<file path="config.mk">
export PLATFORM = sky130hd
export DESIGN_NAME = itic_top
export DESIGN_NICKNAME = d
export VERILOG_FILES = /design/src/inc/itic_pkg.sv /design/src/rtl/itic_top.sv
export SDC_FILE = /design/constraint.sdc
export NUM_CORES = 1
export LEC_CHECK = 0
export BUFFER_PORTS_ARGS = -buffer_cell sky130_fd_sc_hd__buf_2
export CORE_MARGIN = 1.5
export CORE_UTILIZATION = 35
export CTS_CLUSTER_DIAMETER = 80
export DETAILED_ROUTE_END_ITERATION = 7
export PLACE_DENSITY_LB_ADDON = 0.3
export SETUP_SLACK_MARGIN = 0.02
export SLEW_MARGIN = 5
export SYNTH_ARGS = -nofsm -noshare
export SYNTH_HDL_FRONTEND = slang
export SYNTH_SLANG_ARGS = --single-unit
</file>
<file path="constraint.sdc">
create_clock -name CORE_CLK -period 4.6 [get_ports CORE_CLK]
set_input_delay 0.92 -clock CORE_CLK [delete_from_list [all_inputs] [get_ports CORE_CLK]]
set_output_delay 0.92 -clock CORE_CLK [all_outputs]
set_load 0.03 [all_outputs]
</file>
<file path="src/inc/itic_pkg.sv">
// Constants and types for the translation cache invalidate command block.
package itic_pkg;
	// ----------------------------------------
	// Register byte addresses
	// ----------------------------------------
	localparam logic [7:0] ADDR_IVA_LO = 8'h00;
	localparam logic [7:0] ADDR_IVA_HI = 8'h04;
	localparam logic [7:0] ADDR_CMD_LO = 8'h08;
	localparam logic [7:0] ADDR_CMD_HI = 8'h0C;
	localparam logic [7:0] ADDR_CAP = 8'h10;
	localparam logic [7:0] ADDR_STS = 8'h14;
	localparam logic [7:0] ADDR_MASK = 8'h18;
	// ----------------------------------------
	// Field positions inside the command high word, the address low word and the status register
	// ----------------------------------------
	localparam int REQ_BIT = 31;
	localparam int RSV_BIT = 30;
	localparam int RG_LO = 28;
	localparam int AG_LO = 25;
	localparam int DOM_LO = 0;
	localparam int DOM_W = 16;
	localparam int AM_LO = 0;
	localparam int AM_W = 6;
	localparam int ST_DONE = 0;
	localparam int ST_IGN = 1;
	// ----------------------------------------
	// Encodings and reset values
	// ----------------------------------------
	localparam logic [1:0] GR_NONE = 2'h0;
	localparam logic [1:0] GR_GLOB = 2'h1;
	localparam logic [1:0] GR_DOM = 2'h2;
	localparam logic [1:0] GR_PAGE = 2'h3;
	localparam logic [1:0] RESP_OKAY = 2'h0;
	localparam logic [1:0] RESP_SLVERR = 2'h2;
	localparam logic [31:0] RST_WORD = 32'h0000_0000;
	localparam logic [1:0] RST_STS = 2'h0;
	typedef enum logic [1:0] {
		ST_IDLE = 2'b00,
		ST_FLUSH = 2'b01,
		ST_INVAL = 2'b10
	} itic_state_t;
endpackage : itic_pkg

</file>
<file path="src/rtl/itic_top.sv">
// Translation cache invalidate command register with AXI4-Lite access.
//
// Added by the designer: the placing of the registers and the AXI4-Lite interface to the registers.
`timescale 1ns/1ps
// What this block does
// - A write of the top byte with bit 63 set starts an invalidation.
// - On completion the request bit clears and actual granularity loads together.
// - With flush capability set, the write buffer drains before invalidating.
// - The command register sits eight bytes above the address register.
// - Requested granularity 00 reserved, 01 global, 10 domain, 11 page.
// - Coarser scope allowed; 00 reported when a bad request is ignored.
module itic_top
	import itic_pkg::*;
#(
	parameter logic FLUSH_REQUIRED = 1'b1,
	parameter logic [AM_W-1:0] MAX_AM = 6'h09
) (
	input wire logic CORE_CLK,
	input wire logic RST_N,
	input wire logic CE,
	input wire logic AWVALID,
	output logic AWREADY,
	input wire logic [7:0] AWADDR,
	input wire logic WVALID,
	output logic WREADY,
	input wire logic [31:0] WDATA,
	input wire logic [3:0] WSTRB,
	output logic BVALID,
	input wire logic BREADY,
	output logic [1:0] BRESP,
	input wire logic ARVALID,
	output logic ARREADY,
	input wire logic [7:0] ARADDR,
	output logic RVALID,
	input wire logic RREADY,
	output logic [31:0] RDATA,
	output logic [1:0] RRESP,
	input wire logic CTX_PEND,
	output logic FLUSH_REQ,
	input wire logic FLUSH_ACK,
	output logic INV_REQ,
	input wire logic INV_ACK,
	output logic [1:0] INV_SCOPE,
	output logic [DOM_W-1:0] INV_DOMAIN,
	output logic [63:0] INV_ADDR,
	output logic IRQ
);
	// ----------------------------------------
	// Storage
	// ----------------------------------------
	logic aw_full_r, w_full_r, awready_r, wready_r, bvalid_r, arready_r, rvalid_r;
	logic [7:0] aw_addr_r;
	logic [31:0] w_data_r, rdata_r;
	logic [3:0] w_strb_r;
	logic [1:0] bresp_r, rresp_r;
	logic [31:0] iva_lo_r, iva_hi_r;
	logic req_r;
	logic [1:0] rg_r, ag_r;
	logic [DOM_W-1:0] dom_r;
	logic [1:0] sts_r, mask_r;
	logic flush_req_r, inv_req_r, irq_r;
	itic_state_t state_r, state_nxt;
	// ----------------------------------------
	// Write channel decode
	// ----------------------------------------
	// A write needs both halves held and the previous response gone.
	wire do_wr = CE && aw_full_r && w_full_r && !bvalid_r;
	wire aw_take = CE && AWVALID && awready_r;
	wire w_take = CE && WVALID && wready_r;
	wire aw_full_nxt = (aw_full_r && !do_wr) || aw_take;
	wire w_full_nxt = (w_full_r && !do_wr) || w_take;
	wire [7:0] wa = aw_addr_r;
	wire wr_ok = (wa == ADDR_IVA_LO) || (wa == ADDR_IVA_HI) || (wa == ADDR_CMD_LO)
		|| (wa == ADDR_CMD_HI) || (wa == ADDR_CAP) || (wa == ADDR_STS) || (wa == ADDR_MASK);
	// The address register is locked while a request runs, so the engine sees stable inputs.
	wire iva_wr = do_wr && !req_r && ((wa == ADDR_IVA_LO) || (wa == ADDR_IVA_HI));
	wire cmd_hi_wr = do_wr && (wa == ADDR_CMD_HI) && !req_r;
	wire start = cmd_hi_wr && w_strb_r[3] && w_data_r[REQ_BIT];
	wire mask_wr = do_wr && (wa == ADDR_MASK);
	// ----------------------------------------
	// Read channel decode
	// ----------------------------------------
	wire ar_take = CE && ARVALID && arready_r;
	wire sts_rd = ar_take && (ARADDR == ADDR_STS);
	logic [31:0] rd_mux;
	logic rd_ok;
	// Reserved bits, including bit 62, are never stored and read as zero.
	always_comb begin
		rd_mux = RST_WORD;
		rd_ok = 1'b1;
		if (ARADDR == ADDR_IVA_LO) begin
			rd_mux = iva_lo_r;
		end else if (ARADDR == ADDR_IVA_HI) begin
			rd_mux = iva_hi_r;
		end else if (ARADDR == ADDR_CMD_LO) begin
			rd_mux = RST_WORD;
		end else if (ARADDR == ADDR_CMD_HI) begin
			rd_mux[REQ_BIT] = req_r;
			rd_mux[RG_LO +: 2] = rg_r;
			rd_mux[AG_LO +: 2] = ag_r;
			rd_mux[DOM_LO +: DOM_W] = dom_r;
		end else if (ARADDR == ADDR_CAP) begin
			rd_mux[0] = FLUSH_REQUIRED;
		end else if (ARADDR == ADDR_STS) begin
			rd_mux[1:0] = sts_r;
		end else if (ARADDR == ADDR_MASK) begin
			rd_mux[1:0] = mask_r;
		end else begin
			rd_ok = 1'b0;
		end
	end

	// ----------------------------------------
	// Request checking
	// ----------------------------------------
	// Reserved scope, an unsupported page mask or a pending context flush is ignored.
	wire am_bad = (rg_r == GR_PAGE) && (iva_lo_r[AM_LO +: AM_W] > MAX_AM);
	wire bad_req = (rg_r == GR_NONE) || am_bad || CTX_PEND;
	wire eval = (state_r == ST_IDLE) && req_r;
	wire ignore = CE && eval && bad_req;
	wire finish = CE && (state_r == ST_INVAL) && INV_ACK;
	// ----------------------------------------
	// Sequencer next state
	// ----------------------------------------
	always_comb begin
		state_nxt = state_r;
		case (state_r)
			ST_IDLE: begin
				if (eval && !bad_req) begin
					state_nxt = FLUSH_REQUIRED ? ST_FLUSH : ST_INVAL;
				end
			end
			ST_FLUSH: begin
				if (FLUSH_ACK) begin
					state_nxt = ST_INVAL;
				end
			end
			ST_INVAL: begin
				if (INV_ACK) begin
					state_nxt = ST_IDLE;
				end
			end
			default: begin
				state_nxt = ST_IDLE;
			end
		endcase
	end

	// ----------------------------------------
	// AXI4-Lite handshake registers
	// ----------------------------------------
	always_ff @(posedge CORE_CLK or negedge RST_N) begin
		if (!RST_N) begin
			aw_full_r <= 1'b0;
			w_full_r <= 1'b0;
			awready_r <= 1'b0;
			wready_r <= 1'b0;
			bvalid_r <= 1'b0;
			bresp_r <= RESP_OKAY;
			aw_addr_r <= 8'h00;
			w_data_r <= RST_WORD;
			w_strb_r <= 4'h0;
		end else if (CE) begin
			aw_full_r <= aw_full_nxt;
			w_full_r <= w_full_nxt;
			awready_r <= !aw_full_nxt;
			wready_r <= !w_full_nxt;
			if (aw_take) begin
				aw_addr_r <= AWADDR;
			end
			if (w_take) begin
				w_data_r <= WDATA;
				w_strb_r <= WSTRB;
			end
			if (do_wr) begin
				bvalid_r <= 1'b1;
				bresp_r <= wr_ok ? RESP_OKAY : RESP_SLVERR;
			end else if (BREADY) begin
				bvalid_r <= 1'b0;
			end
		end
	end
	// One read at a time; the answer appears the cycle after the address is taken.
	always_ff @(posedge CORE_CLK or negedge RST_N) begin
		if (!RST_N) begin
			arready_r <= 1'b0;
			rvalid_r <= 1'b0;
			rdata_r <= RST_WORD;
			rresp_r <= RESP_OKAY;
		end else if (CE) begin
			if (ar_take) begin
				arready_r <= 1'b0;
				rvalid_r <= 1'b1;
				rdata_r <= rd_mux;
				rresp_r <= rd_ok ? RESP_OKAY : RESP_SLVERR;
			end else if (rvalid_r && RREADY) begin
				rvalid_r <= 1'b0;
				arready_r <= 1'b1;
			end else if (!rvalid_r) begin
				arready_r <= 1'b1;
			end
		end
	end

	// ----------------------------------------
	// Address and command registers
	// ----------------------------------------
	always_ff @(posedge CORE_CLK or negedge RST_N) begin
		if (!RST_N) begin
			iva_lo_r <= RST_WORD;
			iva_hi_r <= RST_WORD;
			dom_r <= '0;
			rg_r <= GR_NONE;
		end else if (CE) begin
			if (iva_wr) begin
				for (int i = 0; i < 4; i++) begin
					if (w_strb_r[i] && wa == ADDR_IVA_LO) iva_lo_r[i*8 +: 8] <= w_data_r[i*8 +: 8];
					if (w_strb_r[i] && wa == ADDR_IVA_HI) iva_hi_r[i*8 +: 8] <= w_data_r[i*8 +: 8];
				end
			end
			if (cmd_hi_wr && w_strb_r[0]) dom_r[7:0] <= w_data_r[7:0];
			if (cmd_hi_wr && w_strb_r[1]) dom_r[15:8] <= w_data_r[15:8];
			if (cmd_hi_wr && w_strb_r[3]) rg_r <= w_data_r[RG_LO +: 2];
		end
	end
	// The request bit clears and the actual scope loads in the same edge.
	always_ff @(posedge CORE_CLK or negedge RST_N) begin
		if (!RST_N) begin
			req_r <= 1'b0;
			ag_r <= GR_NONE;
			state_r <= ST_IDLE;
		end else if (CE) begin
			state_r <= state_nxt;
			if (start) begin
				req_r <= 1'b1;
			end else if (ignore) begin
				req_r <= 1'b0;
				ag_r <= GR_NONE;
			end else if (finish) begin
				req_r <= 1'b0;
				ag_r <= rg_r;
			end
		end
	end

	// ----------------------------------------
	// Engine handshakes and interrupt
	// ----------------------------------------
	// A completion landing on a status read stays set: the set wins over the clear.
	always_ff @(posedge CORE_CLK or negedge RST_N) begin
		if (!RST_N) begin
			flush_req_r <= 1'b0;
			inv_req_r <= 1'b0;
			sts_r <= RST_STS;
			mask_r <= RST_STS;
			irq_r <= 1'b0;
		end else if (CE) begin
			flush_req_r <= (state_nxt == ST_FLUSH) && !(state_r == ST_FLUSH && FLUSH_ACK);
			inv_req_r <= (state_nxt == ST_INVAL) && !(state_r == ST_INVAL && INV_ACK);
			sts_r[ST_DONE] <= finish || (sts_r[ST_DONE] && !sts_rd);
			sts_r[ST_IGN] <= ignore || (sts_r[ST_IGN] && !sts_rd);
			if (mask_wr && w_strb_r[0]) mask_r <= w_data_r[1:0];
			irq_r <= |(sts_r & mask_r);
		end
	end

	// ----------------------------------------
	// Outputs
	// ----------------------------------------
	assign AWREADY = awready_r;
	assign WREADY = wready_r;
	assign BVALID = bvalid_r;
	assign BRESP = bresp_r;
	assign ARREADY = arready_r;
	assign RVALID = rvalid_r;
	assign RDATA = rdata_r;
	assign RRESP = rresp_r;
	assign FLUSH_REQ = flush_req_r;
	assign INV_REQ = inv_req_r;
	assign INV_SCOPE = rg_r;
	assign INV_DOMAIN = dom_r;
	assign INV_ADDR = {iva_hi_r, iva_lo_r};
	assign IRQ = irq_r;

	// ----------------------------------------
	// Assertions
	// ----------------------------------------
	property p_start;
		@(posedge CORE_CLK) disable iff (!RST_N) start |=> req_r;
	endproperty
	a_start: assert property (p_start) else $error("request bit not set by start");
	property p_gran;
		@(posedge CORE_CLK) disable iff (!RST_N)
			start |=> (rg_r == $past(w_data_r[RG_LO +: 2]));
	endproperty
	a_gran: assert property (p_gran) else $error("requested scope not captured");
	property p_done;
		@(posedge CORE_CLK) disable iff (!RST_N)
			finish |=> !req_r && (ag_r == rg_r) && (state_r == ST_IDLE);
	endproperty
	a_done: assert property (p_done) else $error("completion not reported");
	property p_busy;
		@(posedge CORE_CLK) disable iff (!RST_N)
			(req_r && do_wr) |=> $stable(rg_r) && $stable(iva_lo_r) && $stable(iva_hi_r);
	endproperty
	a_busy: assert property (p_busy) else $error("state changed while busy");
	property p_ctx;
		@(posedge CORE_CLK) disable iff (!RST_N)
			(CE && eval && CTX_PEND) |=> !req_r && (ag_r == GR_NONE) && sts_r[ST_IGN];
	endproperty
	a_ctx: assert property (p_ctx) else $error("request taken with context pending");
	property p_flush;
		@(posedge CORE_CLK) disable iff (!RST_N)
			(FLUSH_REQUIRED && $rose(inv_req_r)) |-> $past(state_r) == ST_FLUSH;
	endproperty
	a_flush: assert property (p_flush) else $error("invalidate before flush");
	property p_cmd_rd;
		@(posedge CORE_CLK) disable iff (!RST_N)
			(ar_take && ARADDR == ADDR_CMD_HI) |=> RVALID && (RDATA[REQ_BIT] == $past(req_r));
	endproperty
	a_cmd_rd: assert property (p_cmd_rd) else $error("command word read wrong");
	property p_bad;
		@(posedge CORE_CLK) disable iff (!RST_N)
			(CE && eval && rg_r == GR_NONE) |=> !req_r && ag_r == GR_NONE && !inv_req_r;
	endproperty
	a_bad: assert property (p_bad) else $error("reserved scope not ignored");
	property p_rsv;
		@(posedge CORE_CLK) disable iff (!RST_N)
			(ar_take && ARADDR == ADDR_CMD_HI) |=> !RDATA[RSV_BIT];
	endproperty
	a_rsv: assert property (p_rsv) else $error("reserved bit reads one");
	property p_irq;
		@(posedge CORE_CLK) disable iff (!RST_N)
			(CE && |(sts_r & mask_r)) |=> IRQ;
	endproperty
	a_irq: assert property (p_irq) else $error("interrupt not raised");
endmodule : itic_top

</file>
**Word level (Yosys, flattened, before mapping)**

Cells that the tools add are included.

- Output and inout bits: 126
- Register bits after elaboration: 181
- Input bits: 63
- Logic and storage cells: 188

- Multiplexer cells: 40
- Bitwise operators: 2
- Reduce and logical (&&, ||, !) cells: 95
- Equal/unequal tests: 18
- Magnitude comparators: 1

Operator list:

| kind | count |
|---|---|
| 2-to-1 mux 32 bit | 2 |
| == test 8 x 5 -> 1 bit (second input constant) | 6 |
| logical AND 1 bit | 44 |
| == test 8 x 4 -> 1 bit (second input constant) | 4 |
| 2-to-1 mux 2 bit | 14 |
| AND reduction 3 bit | 9 |
| AND reduction 2 bit | 12 |
| 2-to-1 mux 1 bit | 21 |
| == test 8 x 3 -> 1 bit (second input constant) | 2 |
| logical NOT 8 bit | 2 |
| 2-to-1 mux 16 bit | 1 |
| 2-to-1 mux 14 bit | 1 |
| logical OR 1 bit | 12 |
| logical NOT 1 bit | 9 |
| == test 2 bit (second input constant) | 3 |
| greater-than comparator 6 x 4 -> 1 bit (second input constant) | 1 |
| one-hot mux 2 bit (3 select lines) | 1 |
| nonzero test 2 bit | 3 |
| == test 2 x 1 -> 1 bit (second input constant) | 2 |
| logical NOT 2 bit | 2 |
| != test 3 x 1 -> 1 bit (second input constant) | 1 |
| nonzero test 3 bit | 1 |
| bitwise AND 2 bit | 1 |
| OR reduction 2 bit | 1 |
| NOT 1 bit | 1 |

**Depth between registers and ports, before layout**

Gate-level depths: netlist of run 1.

- Depth after elaboration: 10
- Gate-level depth with buffers: 6
- Depth with buffers taken out: 4

**Least setup slack after synthesis of run 1**

OpenSTA, ideal clock, no wires.

- Kind: input to register
- From: input port ARADDR[1]
- To: register rdata_r[29], in the netlist RDATA[29]
- Stages on the path: 5
- Path buffers: 1
- Required time: 4.517 ns
- Setup slack: 2.151 ns
- Data arrival time: 2.366 ns
- Library setup time: 0.083 ns
- Path through: or3_1 -> nor4_2 -> buf_4 -> a2bb2oi_1 -> o21ai_0

- Word-level cells in the longest chain between the ends: 5
- Elaborated cells on any way between the ends: 8
- Classes of those cells: 3 x eq/ne; 4 x mux; 1 x reduce/logical

Ends and longest elaborated chain:

| item | RTL line | RTL |
|---|---|---|
| start: declaration | itic_top.sv:33 | `input wire logic [7:0] ARADDR,` |
| == test 8 x 4 -> 1 bit | itic_top.sv:97 | `end else if (ARADDR == ADDR_CMD_HI) begin` |
| 2-to-1 mux 2 bit | itic_top.sv:97 |  |
| 2-to-1 mux 2 bit | itic_top.sv:95 | `end else if (ARADDR == ADDR_CMD_LO) begin` |
| 2-to-1 mux 32 bit | itic_top.sv:93 | `end else if (ARADDR == ADDR_IVA_HI) begin` |
| 2-to-1 mux 32 bit (*) | itic_top.sv:91 | `if (ARADDR == ADDR_IVA_LO) begin` |
| end signal: assignment | itic_top.sv:194 | `rdata_r <= rd_mux;` |
| end: declaration | itic_top.sv:53 | `logic [31:0] w_data_r, rdata_r;` |

Every way passes the cells marked *; elsewhere a longest branch is shown, timed or not.
A chain may end at the register's enable or synchronous reset.

**Worst setup path after layout of run 1**

- From: input port ARADDR[1]
- To: register rdata_r[1], in the netlist RDATA[1]

- Word-level cells in the longest chain between the ends: 8
- Elaborated cells on any way between the ends: 14
- Classes of those cells: 6 x eq/ne; 7 x mux; 1 x reduce/logical

Ends and longest elaborated chain:

| item | RTL line | RTL |
|---|---|---|
| == test 8 x 5 -> 1 bit | itic_top.sv:106 | `end else if (ARADDR == ADDR_MASK) begin` |
| 2-to-1 mux 2 bit | itic_top.sv:106 |  |
| 2-to-1 mux 2 bit | itic_top.sv:104 | `end else if (ARADDR == ADDR_STS) begin` |
| 2-to-1 mux 1 bit | itic_top.sv:102 | `end else if (ARADDR == ADDR_CAP) begin` |
| 2-to-1 mux 2 bit | itic_top.sv:97 |  |
| 2-to-1 mux 16 bit | itic_top.sv:95 |  |
| 2-to-1 mux 32 bit | itic_top.sv:93 |  |
| 2-to-1 mux 32 bit (*) | itic_top.sv:91 |  |

Marked as above.

==> results of run 1 <==
[logic make-up (layout without fill, tap and decap cells)]
logic type | after synthesis | count (layout) | synth area share [%]
other | 1 | 3 | 0.0493
AND/OR/NAND/NOR | 109 | 109 | 8.35
flip-flops | 179 | 179 | 58.8
multiplexers | 159 | 159 | 23.0
AO/OA/AOI/OAI | 84 | 84 | 7.64
buffers and inverters | 37 | 230 | 2.12
[per-layer routing]
layer	global-route usage, %	share of wire (%)	up-vias
met2	27.7	49	134
li1	-	-	2444
met3	4.55	5.7	14
met4	4.22	1.2	0
met5	0	0	-
met1	22.6	44	2594
[sequential cells by signal, summed over array words and instances (netlist names), 4 cells and up]
signal,flops
iva_lo_r,32
iva_hi_r,32
aw_addr_r,8
INV_DOMAIN,16
w_data_r,32
RDATA,32
w_strb_r,4
[cell usage in the layout, fill, tap and decap left out, types with 4 or more instances in the layout]
| cell | n |
|---|---|
| dfrtp_1 | 179 |
| a31oi_1 | 4 |
| nor2_1 | 11 |
| nand3_1 | 6 |
| mux2i_1 | 31 |
| buf_4 | 5 |
| a2bb2oi_1 | 19 |
| o31ai_1 | 11 |
| o21ai_0 | 26 |
| mux2_2 | 128 |
| nand2_1 | 51 |
| inv_1 | 7 |
| inv_6 | 5 |
| buf_2 | 185 |
| nand3_2 | 10 |
| clkbuf_16 | 17 |
| a21oi_1 | 6 |
| nor2b_1 | 4 |
[synthesized netlist by cell type (all sizes together) (6+ instances only)]
cell type,count
mux2i,31
buf,10
nand3,16
nor2,11
a2bb2oi,19
a21oi,6
o21ai,27
clkbuf,20
mux2,128
inv,7
dfrtp,179
o31ai,11
nand2,51
[worst reg2reg max path, delay by kind of cell (launching register included)]
family,cells,cell delay (ns)
AND/OR/NAND/NOR,3,1.11
multiplexers,1,0.38
flip-flops,1,0.39
buffers and inverters,1,0.27
[power by group through the flow]
stage / clock [W] / combinational [W] / sequential, W
finish: 0.00145 / 0.000808 / 0.00216
detailed placement: 0 / 0.000823 / 0.00220
global placement: 0 / 0.000807 / 0.00219
floorplan: 0 / 0.000458 / 0.00225
CTS: 0.00149 / 0.000826 / 0.00217
global route: 0.00155 / 0.000886 / 0.00222
[path summary, 6_finish.rpt]
kind                               from            to  cells past startpoint
max in group asynchronous         RST_N         req_r                      2
min                            RDATA[8]      RDATA[8]                      2
min in group asynchronous         RST_N      RDATA[3]                      1
max                           ARADDR[1]      RDATA[1]                      5
min reg2reg                    RDATA[8]      RDATA[8]                      2
max reg2reg                aw_addr_r[5]  iva_hi_r[21]                      5
[through the flow]
stage               worst slack, ns  total power, W  instance area (um^2)  hold WS, ns
global route                   1.69         0.00466                  9430        0.490
CTS                            1.87         0.00448                  9420        0.480
floorplan                      2.15         0.00271                  7620        0.465
finish                         1.85         0.00442                  9430        0.475
global placement               1.42         0.00300                  8840        0.461
detailed placement             1.41         0.00302                  8840        0.465
[final cells by class]
| class | count | area, um^2 | area share [%] |
|---|---|---|---|
| tap | 275 | 344 | 3.65 |
| multi-input combinational | 354 | 3000 | 31.8 |
| clock buffer | 19 | 433 | 4.59 |
| timing repair buffer | 192 | 997 | 10.6 |
| sequential | 179 | 4480 | 47.5 |
| inverter | 7 | 26.3 | 0.279 |
| antenna | 1 | 2.50 | 0.0265 |
| clock inverter | 12 | 146 | 1.55 |
==> run metrics, run 1 <==
clk sinks 179; vias in the first global route 5121; Rel. slew slack 37.8%; mean post-synth cell area 13.4 um^2; critical path endpoint category flop; Internal Power 0.00305 W; first-pass GRT wire length 29100 um; Yosys reg bits 179; port bufs 186; Placed Instances 1007; critical path type in2reg; CP bufs+invs 1; vias 5186; Post-synth ARST share 100%; RSZ-0062 raised after global routing no; post-synth top area cell dfrtp_1; share of layout cells above drive strength 1 48.4%; Mapped Area 7610 um^2; Layout Skew 0.0126 ns; leak pwr 4.83 nW; Worst Setup Start Kind input port; Critical Path Slowest Stage Cell or4_2; Routed WL 18900 um; Worst Path Arrival 3.04 ns; Die Y 150 um; starting density of the core 36.0%; hold_buf cts 0; Die Wd 150 um; Seq/Total Area, Yosys 58.8%; Hold Crit Class reg2reg; maximum number of pins on one net before global-route repair 110; gr usage total 17.0%; final-report max-slew violation count 0; flop2flop setup slack 2.34 ns; worst-path cell chain buf_2 > or3_1 > or4_2 > o311ai_0 > o21ai_0; MaxCap Viol Count 0; part of the cycle the worst path needs 59.7%; crit path max fanout 32; DP HPWL 13000 um; power share of the clock group 32.8%; outcome finished clean; fin crit period 2.75 ns; CTS tree built; Finished Core Util 44.6%; PostCTS Resize Cnt 0; mean routed wirelength per cell 18.2 um; First-pass DRT Iterations 4; CTS Root Buffer Type clkbuf_16; drc violations 0; maximum buffer depth of the clock tree 2; WP data required 4.90 ns; Fin. Hold Viols 0; Die ar. 22600 um^2; synth unique cells 50; Max VDD drop 301 uV; # IOs 189; crit-path leading delay family simple AND/OR/NAND/NOR gates; Routability Congestion 0.741; placement row count 53; power density over the cells 469 nW/um^2; ranking of synthesized cells by area dfrtp_1 59%, mux2_2 19%, mux2i_1 4.1%, nand2_1 2.5%, a2bb2oi_1 2.2%; initial antenna violation count 1; Yosys top cell area share 58.8%; Yosys warnings 0; Post-Synthesis Cells 569; Overflow after GRT 0; TNS Setup 0 ns; H-tree Lvls 4; Worst-Skew Late Latency 0.42 ns; Most used DFF post-synth dfrtp_1; DRT antenna net count 0; Filler cells 2018; Max stage delay on crit path 1.07 ns; total CTS buffers 17; CORE AREA 21200 um^2; Post-synth EDFFs 0; DRT iter0 DRCs 237; FMAX 364 MHz; worst-margin pin slew 0.924 ns; Seq pwr share 48.9%; Comb pwr share 18.3%; Post CTS Setup Buffer Count 0; vias per inst 4.99; P_sw 0.00137 W; nets 814; clock-pin slew on the worst setup and hold paths 0.07 ns; Setup Viol. Count Final 0; Area growth syn-to-layout 23.8%; switching share of power 31.0%; Non-Filler Instances 1039
Note: power is estimated with default switching activity, not from simulation.
==> inputs of run 2 (changes only) <==
==> constraint.sdc (replaced) <==
create_clock -name CORE_CLK -period 2.8 [get_ports CORE_CLK]
set_input_delay 0.56 -clock CORE_CLK [delete_from_list [all_inputs] [get_ports CORE_CLK]]
set_output_delay 0.56 -clock CORE_CLK [all_outputs]
set_load 0.03 [all_outputs]
==> run metrics, run 2 (synthesis gave the netlist of run 1 again) <==
outcome finished clean (unchanged); vias in the first global route 5202 (was 5121); Non-Filler Instances 1046 (was 1039); TNS Setup 0 ns (unchanged); PostCTS Resize Cnt 0 (unchanged); Worst Path Arrival 2.61 ns (was 3.04 ns); critical path endpoint category flop (unchanged); Hold Crit Class in2async (was reg2reg); CORE AREA 21200 um^2 (unchanged); fin crit period 2.31 ns; worst-margin pin slew 0.574 ns (was 0.924 ns); DP HPWL 13500 um (was 13000 um); Fin. Hold Viols 0 (unchanged); placement row count 53 (unchanged); CTS Root Buffer Type clkbuf_16 (unchanged); worst-path cell chain or4_4 > nor4_4 > buf_4 > nand3_2 > mux2_2 (was buf_2 > or3_1 > or4_2 > o311ai_0 > o21ai_0); final-report max-slew violation count 0 (unchanged); starting density of the core 36.0% (unchanged); Routability Congestion 0.770 (was 0.741); Critical Path Slowest Stage Cell or4_4 (was or4_2); Area growth syn-to-layout 25.0% (was 23.8%); CTS tree built (unchanged); most common cell after layout, fill and taps aside buf_2 (unchanged); initial antenna violation count 1 (unchanged); First-pass DRT Iterations 4 (unchanged); maximum number of pins on one net before global-route repair 63 (was 110); Max stage delay on crit path 0.58 ns (was 1.07 ns); H-tree Lvls 4 (unchanged); nets 821 (was 814); WP data required 3.11 ns (was 4.90 ns); clk sinks 179 (unchanged); Worst Setup Start Kind flop (was input port); RSZ-0062 raised after global routing no (unchanged); MaxCap Viol Count 0 (unchanged); Overflow after GRT 0 (unchanged); DRT antenna net count 0 (unchanged); critical path type reg2reg (was in2reg); FMAX 434 MHz; Worst-Skew Late Latency 0.43 ns (was 0.42 ns); hold_buf cts 0 (unchanged); # IOs 189 (unchanged); Routed WL 19600 um (was 18900 um); crit path max fanout 10 (was 32); mean routed wirelength per cell 18.8 um (was 18.2 um); clock-pin slew on the worst setup and hold paths 0.07 ns (about the same); Placed Instances 1014 (was 1007); Max VDD drop 418 uV (was 301 uV); total CTS buffers 17 (unchanged); Die Wd 150 um (unchanged); leak pwr 4.88 nW (was 4.83 nW); Die ar. 22600 um^2 (unchanged); most frequent cells in the layout 185 x buf_2, 179 x dfrtp_1, 128 x mux2_2 (unchanged); first-pass GRT wire length 29700 um (was 29100 um); share of layout cells above drive strength 1 49.1% (was 48.4%); port bufs 186 (unchanged); DRT iter0 DRCs 194 (was 237); Setup Viol. Count Final 0 (unchanged); Post CTS Setup Buffer Count 0 (unchanged); Die Y 150 um (unchanged); vias 5204 (was 5186); gr usage total 17.8% (was 17.0%); power density over the cells 765 nW/um^2 (was 469 nW/um^2); drc violations 0 (unchanged); vias per inst 4.98 (was 4.99); part of the cycle the worst path needs 82.3%; Rel. slew slack 61.7% (was 37.8%); Layout Skew 0.0152 ns (was 0.0126 ns); maximum buffer depth of the clock tree 2 (unchanged)
-- run 2: through the flow --
step	total power [W]	setup WS, ns	hold slack (ns)	cell area (um^2)	utilization [%]
floorplan	0.00445	0.711	0.264	7620	-
global placement	0.00494	0.340	0.457	8930	42.2
detailed placement	0.00499	0.293	0.466	8930	42.2
CTS	0.00739	0.446	0.113	9510	45.0
global route	0.00766	0.404	0.126	9520	45.0
finish	0.00728	0.495	0.102	9520	45.0
-- run 2: per-layer routing --
metal / part of all wire (%) / wire length, um / GRT usage (%) / vias up
li1: - / - / - / 2452
met1: 44 / 8650 / 23.5 / 2608
met2: 49 / 9660 / 28.5 / 123
met3: 5.0 / 976 / 4.48 / 21
met4: 1.8 / 355 / 5.98 / 0
met5: 0 / 0 / 0 / -
-- run 2: path summary, 6_finish.rpt --
| check | slack, ns | endpoint | startpoint | cells past startpoint |
|---|---|---|---|---|
| worst max-delay path | 0.49 | iva_lo_r[22] | aw_addr_r[5] | 5 |
| worst min-delay path | 0.10 | RDATA[6] | RST_N | 1 |
| worst max register to register | 0.49 | iva_lo_r[22] | aw_addr_r[5] | 5 |
| worst min register to register | 0.47 | RDATA[2] | RDATA[2] | 2 |
| max in group asynchronous | 1.94 | RDATA[22] | RST_N | 2 |
| min in group CORE_CLK | 0.36 | w_data_r[24] | WDATA[24] | 2 |
-- run 2: layout make-up --
cell class | instances | area [um^2]
fillers | 1990 | 11600
flip-flops and latches | 179 | 4480
multi-input cells | 354 | 3000
repair buffers | 199 | 1090
clock buffers | 17 | 425
well taps | 275 | 344
clock inverters | 14 | 154
inverters | 7 | 26.3
diodes | 1 | 2.50
-- run 2: worst max-delay path: cells and delay by family (launching register included) --
| kind | cells | cell delay, ns |
|---|---|---|
| buffers and inverters | 1 | 0.26 |
| and+or+nand+nor | 3 | 1.12 |
| muxes | 1 | 0.40 |
| DFF | 1 | 0.40 |
-- run 2: power by group --
group / switching [W] / internal, W / total [W]
clock network: 0.00105 / 0.00132 / 0.00237
logic: 0.000738 / 0.000612 / 0.00135
registers: 0.000477 / 0.00308 / 0.00356
==> inputs of run 3 (changes only) <==
==> constraint.sdc (replaced) <==
create_clock -name CORE_CLK -period 2.2 [get_ports CORE_CLK]
set_input_delay 0.44 -clock CORE_CLK [delete_from_list [all_inputs] [get_ports CORE_CLK]]
set_output_delay 0.44 -clock CORE_CLK [all_outputs]
set_load 0.03 [all_outputs]
==> run metrics, run 3 (synthesis gave the netlist of run 1 again) <==
outcome finished, violations left (was finished clean); failing checks negative hold slack; clock-pin slew on the worst setup and hold paths 0.07 ns (about the same); vias in the first global route 5292 (was 5202); Finished Cell Area 9710 um^2 (was 9520 um^2); worst-margin pin slew 0.625 ns (was 0.574 ns); CTS tree built (unchanged); Hold WS -0.00660 ns (was 0.102 ns); mean routed wirelength per cell 18.5 um (was 18.8 um); WP data required 2.50 ns (was 3.11 ns); part of the cycle the worst path needs 96.6% (was 82.3%); crit-path leading delay family simple AND/OR/NAND/NOR gates (unchanged); Reg2Reg Depth 5 (unchanged); First-pass DRT Iterations 4 (unchanged); CP bufs+invs 1 (unchanged); final-report max-slew violation count 0 (unchanged); DRT antenna net count 0 (unchanged); fin crit period 2.12 ns (was 2.31 ns); FMAX 471 MHz (was 434 MHz); Overflow after GRT 0 (unchanged); first-pass GRT wire length 30100 um (was 29700 um); Die Y 150 um (unchanged); post-placement cell area 9090 um^2 (was 8930 um^2); Finished Core Util 45.9% (was 45.0%); Die Wd 150 um (unchanged); RR Startpoint aw_addr_r[5] (unchanged); Max VDD drop 495 uV (was 418 uV); CTS Root Buffer Type clkbuf_16 (unchanged); Worst Setup Start Kind flop (unchanged); Setup Viol. Count Final 0 (unchanged); worst-path cell chain or4_4 > nor4_4 > buf_12 > nand3_2 > mux2_2 (was or4_4 > nor4_4 > buf_4 > nand3_2 > mux2_2); Routed WL 19500 um (was 19600 um); # IOs 189 (unchanged); share of layout cells above drive strength 1 49.6% (was 49.1%); placement row count 53 (unchanged); DP HPWL 13300 um (was 13500 um); Hold Crit Class in2async (unchanged); most common cell after layout, fill and taps aside buf_2 (unchanged); H-tree Lvls 4 (unchanged); Area growth syn-to-layout 27.6% (was 25.0%); total CTS buffers 17 (unchanged); clk sinks 179 (unchanged); critical path endpoint category flop (unchanged); crit path max fanout 10 (unchanged); most frequent cells in the layout 185 x buf_2, 179 x dfrtp_1, 128 x mux2_2 (unchanged); drc violations 0 (unchanged); maximum number of pins on one net before global-route repair 59 (was 63); gr usage total 17.8% (about the same); Rel. slew slack 58.3% (was 61.7%); vias 5221 (was 5204); Worst-Skew Late Latency 0.43 ns (about the same); Layout Skew 0.0185 ns (was 0.0152 ns); Fin. Hold Viols 3 (was 0); Worst Path Arrival 2.43 ns (was 2.61 ns); RSZ-0062 raised after global routing yes (was no); initial antenna violation count 2 (was 1); MaxCap Viol Count 0 (unchanged); critical path type reg2reg (unchanged); worst r2r dst iva_lo_r[24] (was iva_lo_r[22]); Routability Congestion 0.745 (was 0.770); DRT iter0 DRCs 211 (was 194); power density over the cells 971 nW/um^2 (was 765 nW/um^2); Critical Path Slowest Stage Cell or4_4 (unchanged); Post CTS Setup Buffer Count 0 (unchanged); starting density of the core 36.0% (unchanged); nets 830 (was 821); port bufs 186 (unchanged); Die ar. 22600 um^2 (unchanged); flop2flop setup slack 0.08 ns (was 0.49 ns); leak pwr 4.97 nW (was 4.88 nW); Max stage delay on crit path 0.58 ns (about the same); CORE AREA 21200 um^2 (unchanged); maximum buffer depth of the clock tree 2 (unchanged); vias per inst 4.94 (was 4.98)
run 3: changes by cell type in the layout (fill, tap and decap cells not counted), sizes merged:
cell / previous run / this run
bufinv: 2 / 3
buf: 198 / 207
diode: 1 / 2
clkbuf: 18 / 19
clkinv: 5 / 4
inv: 12 / 11
run 3: per-layer routing:
metal | track usage, % | vias up | share of wire (%)
met2 | 29.0 | 122 | 49
met3 | 4.76 | 12 | 6.0
met1 | 23.3 | 2630 | 43
met4 | 4.95 | 0 | 1.3
met5 | 0 | - | 0
li1 | - | 2457 | -
run 3: report_power, final:
group / internal, W / total [W] / switching (W) / leakage (nW)
Clock: 0.00180 / 0.00314 / 0.00133 / 0.289
Combinational: 0.000813 / 0.00179 / 0.000973 / 2.30
Sequential: 0.00392 / 0.00451 / 0.000595 / 2.38
Total: 0.00654 / 0.00943 / 0.00290 / 4.97
run 3: metrics by stage:
stage	setup TNS, ns	cells	setup WS (ns)	hold slack (ns)	power, W
2_1_floorplan	0	570	0.231	0.144	0.00566
4_1_cts	-0.212	1054	-0.0175	0.00807	0.00956
3_5_place_dp	-0.679	1023	-0.0866	0.464	0.00638
6_report	0	1056	0.0755	-0.00660	0.00943
3_3_place_gp	-0.0552	1023	-0.0289	0.454	0.00634
5_1_grt	-0.00588	1056	-0.00588	0.0188	0.00993
run 3: area by class of cell:
| type | instances | area, um^2 |
|---|---|---|
| Antenna cell | 2 | 5.00 |
| Clock buffer | 18 | 429 |
| Clock inverter | 13 | 174 |
| Fill cell | 1946 | 11400 |
| Inverter | 7 | 26.3 |
| Multi-Input combinational cell | 354 | 3010 |
| Sequential cell | 179 | 4480 |
| Tap cell | 275 | 344 |
| Timing Repair Buffer | 208 | 1240 |
run 3: timing repair:
action	CTS	global route
setup endpoints to repair	41	64
hold buffers	0	0
pin swaps	0	2
resized for setup	0	2
run 3: how the worst max path moves through the flow:
stage | to | from | cells after the start
after CTS | iva_lo_r[29] | aw_addr_r[5] | 5
after global routing | iva_lo_r[11] | aw_addr_r[5] | 5
after global placement | RDATA[29] | ARADDR[1] | 6
after floorplan | RDATA[29] | ARADDR[1] | 5
after detailed placement | RDATA[29] | ARADDR[1] | 6
final | iva_lo_r[24] | aw_addr_r[5] | 5
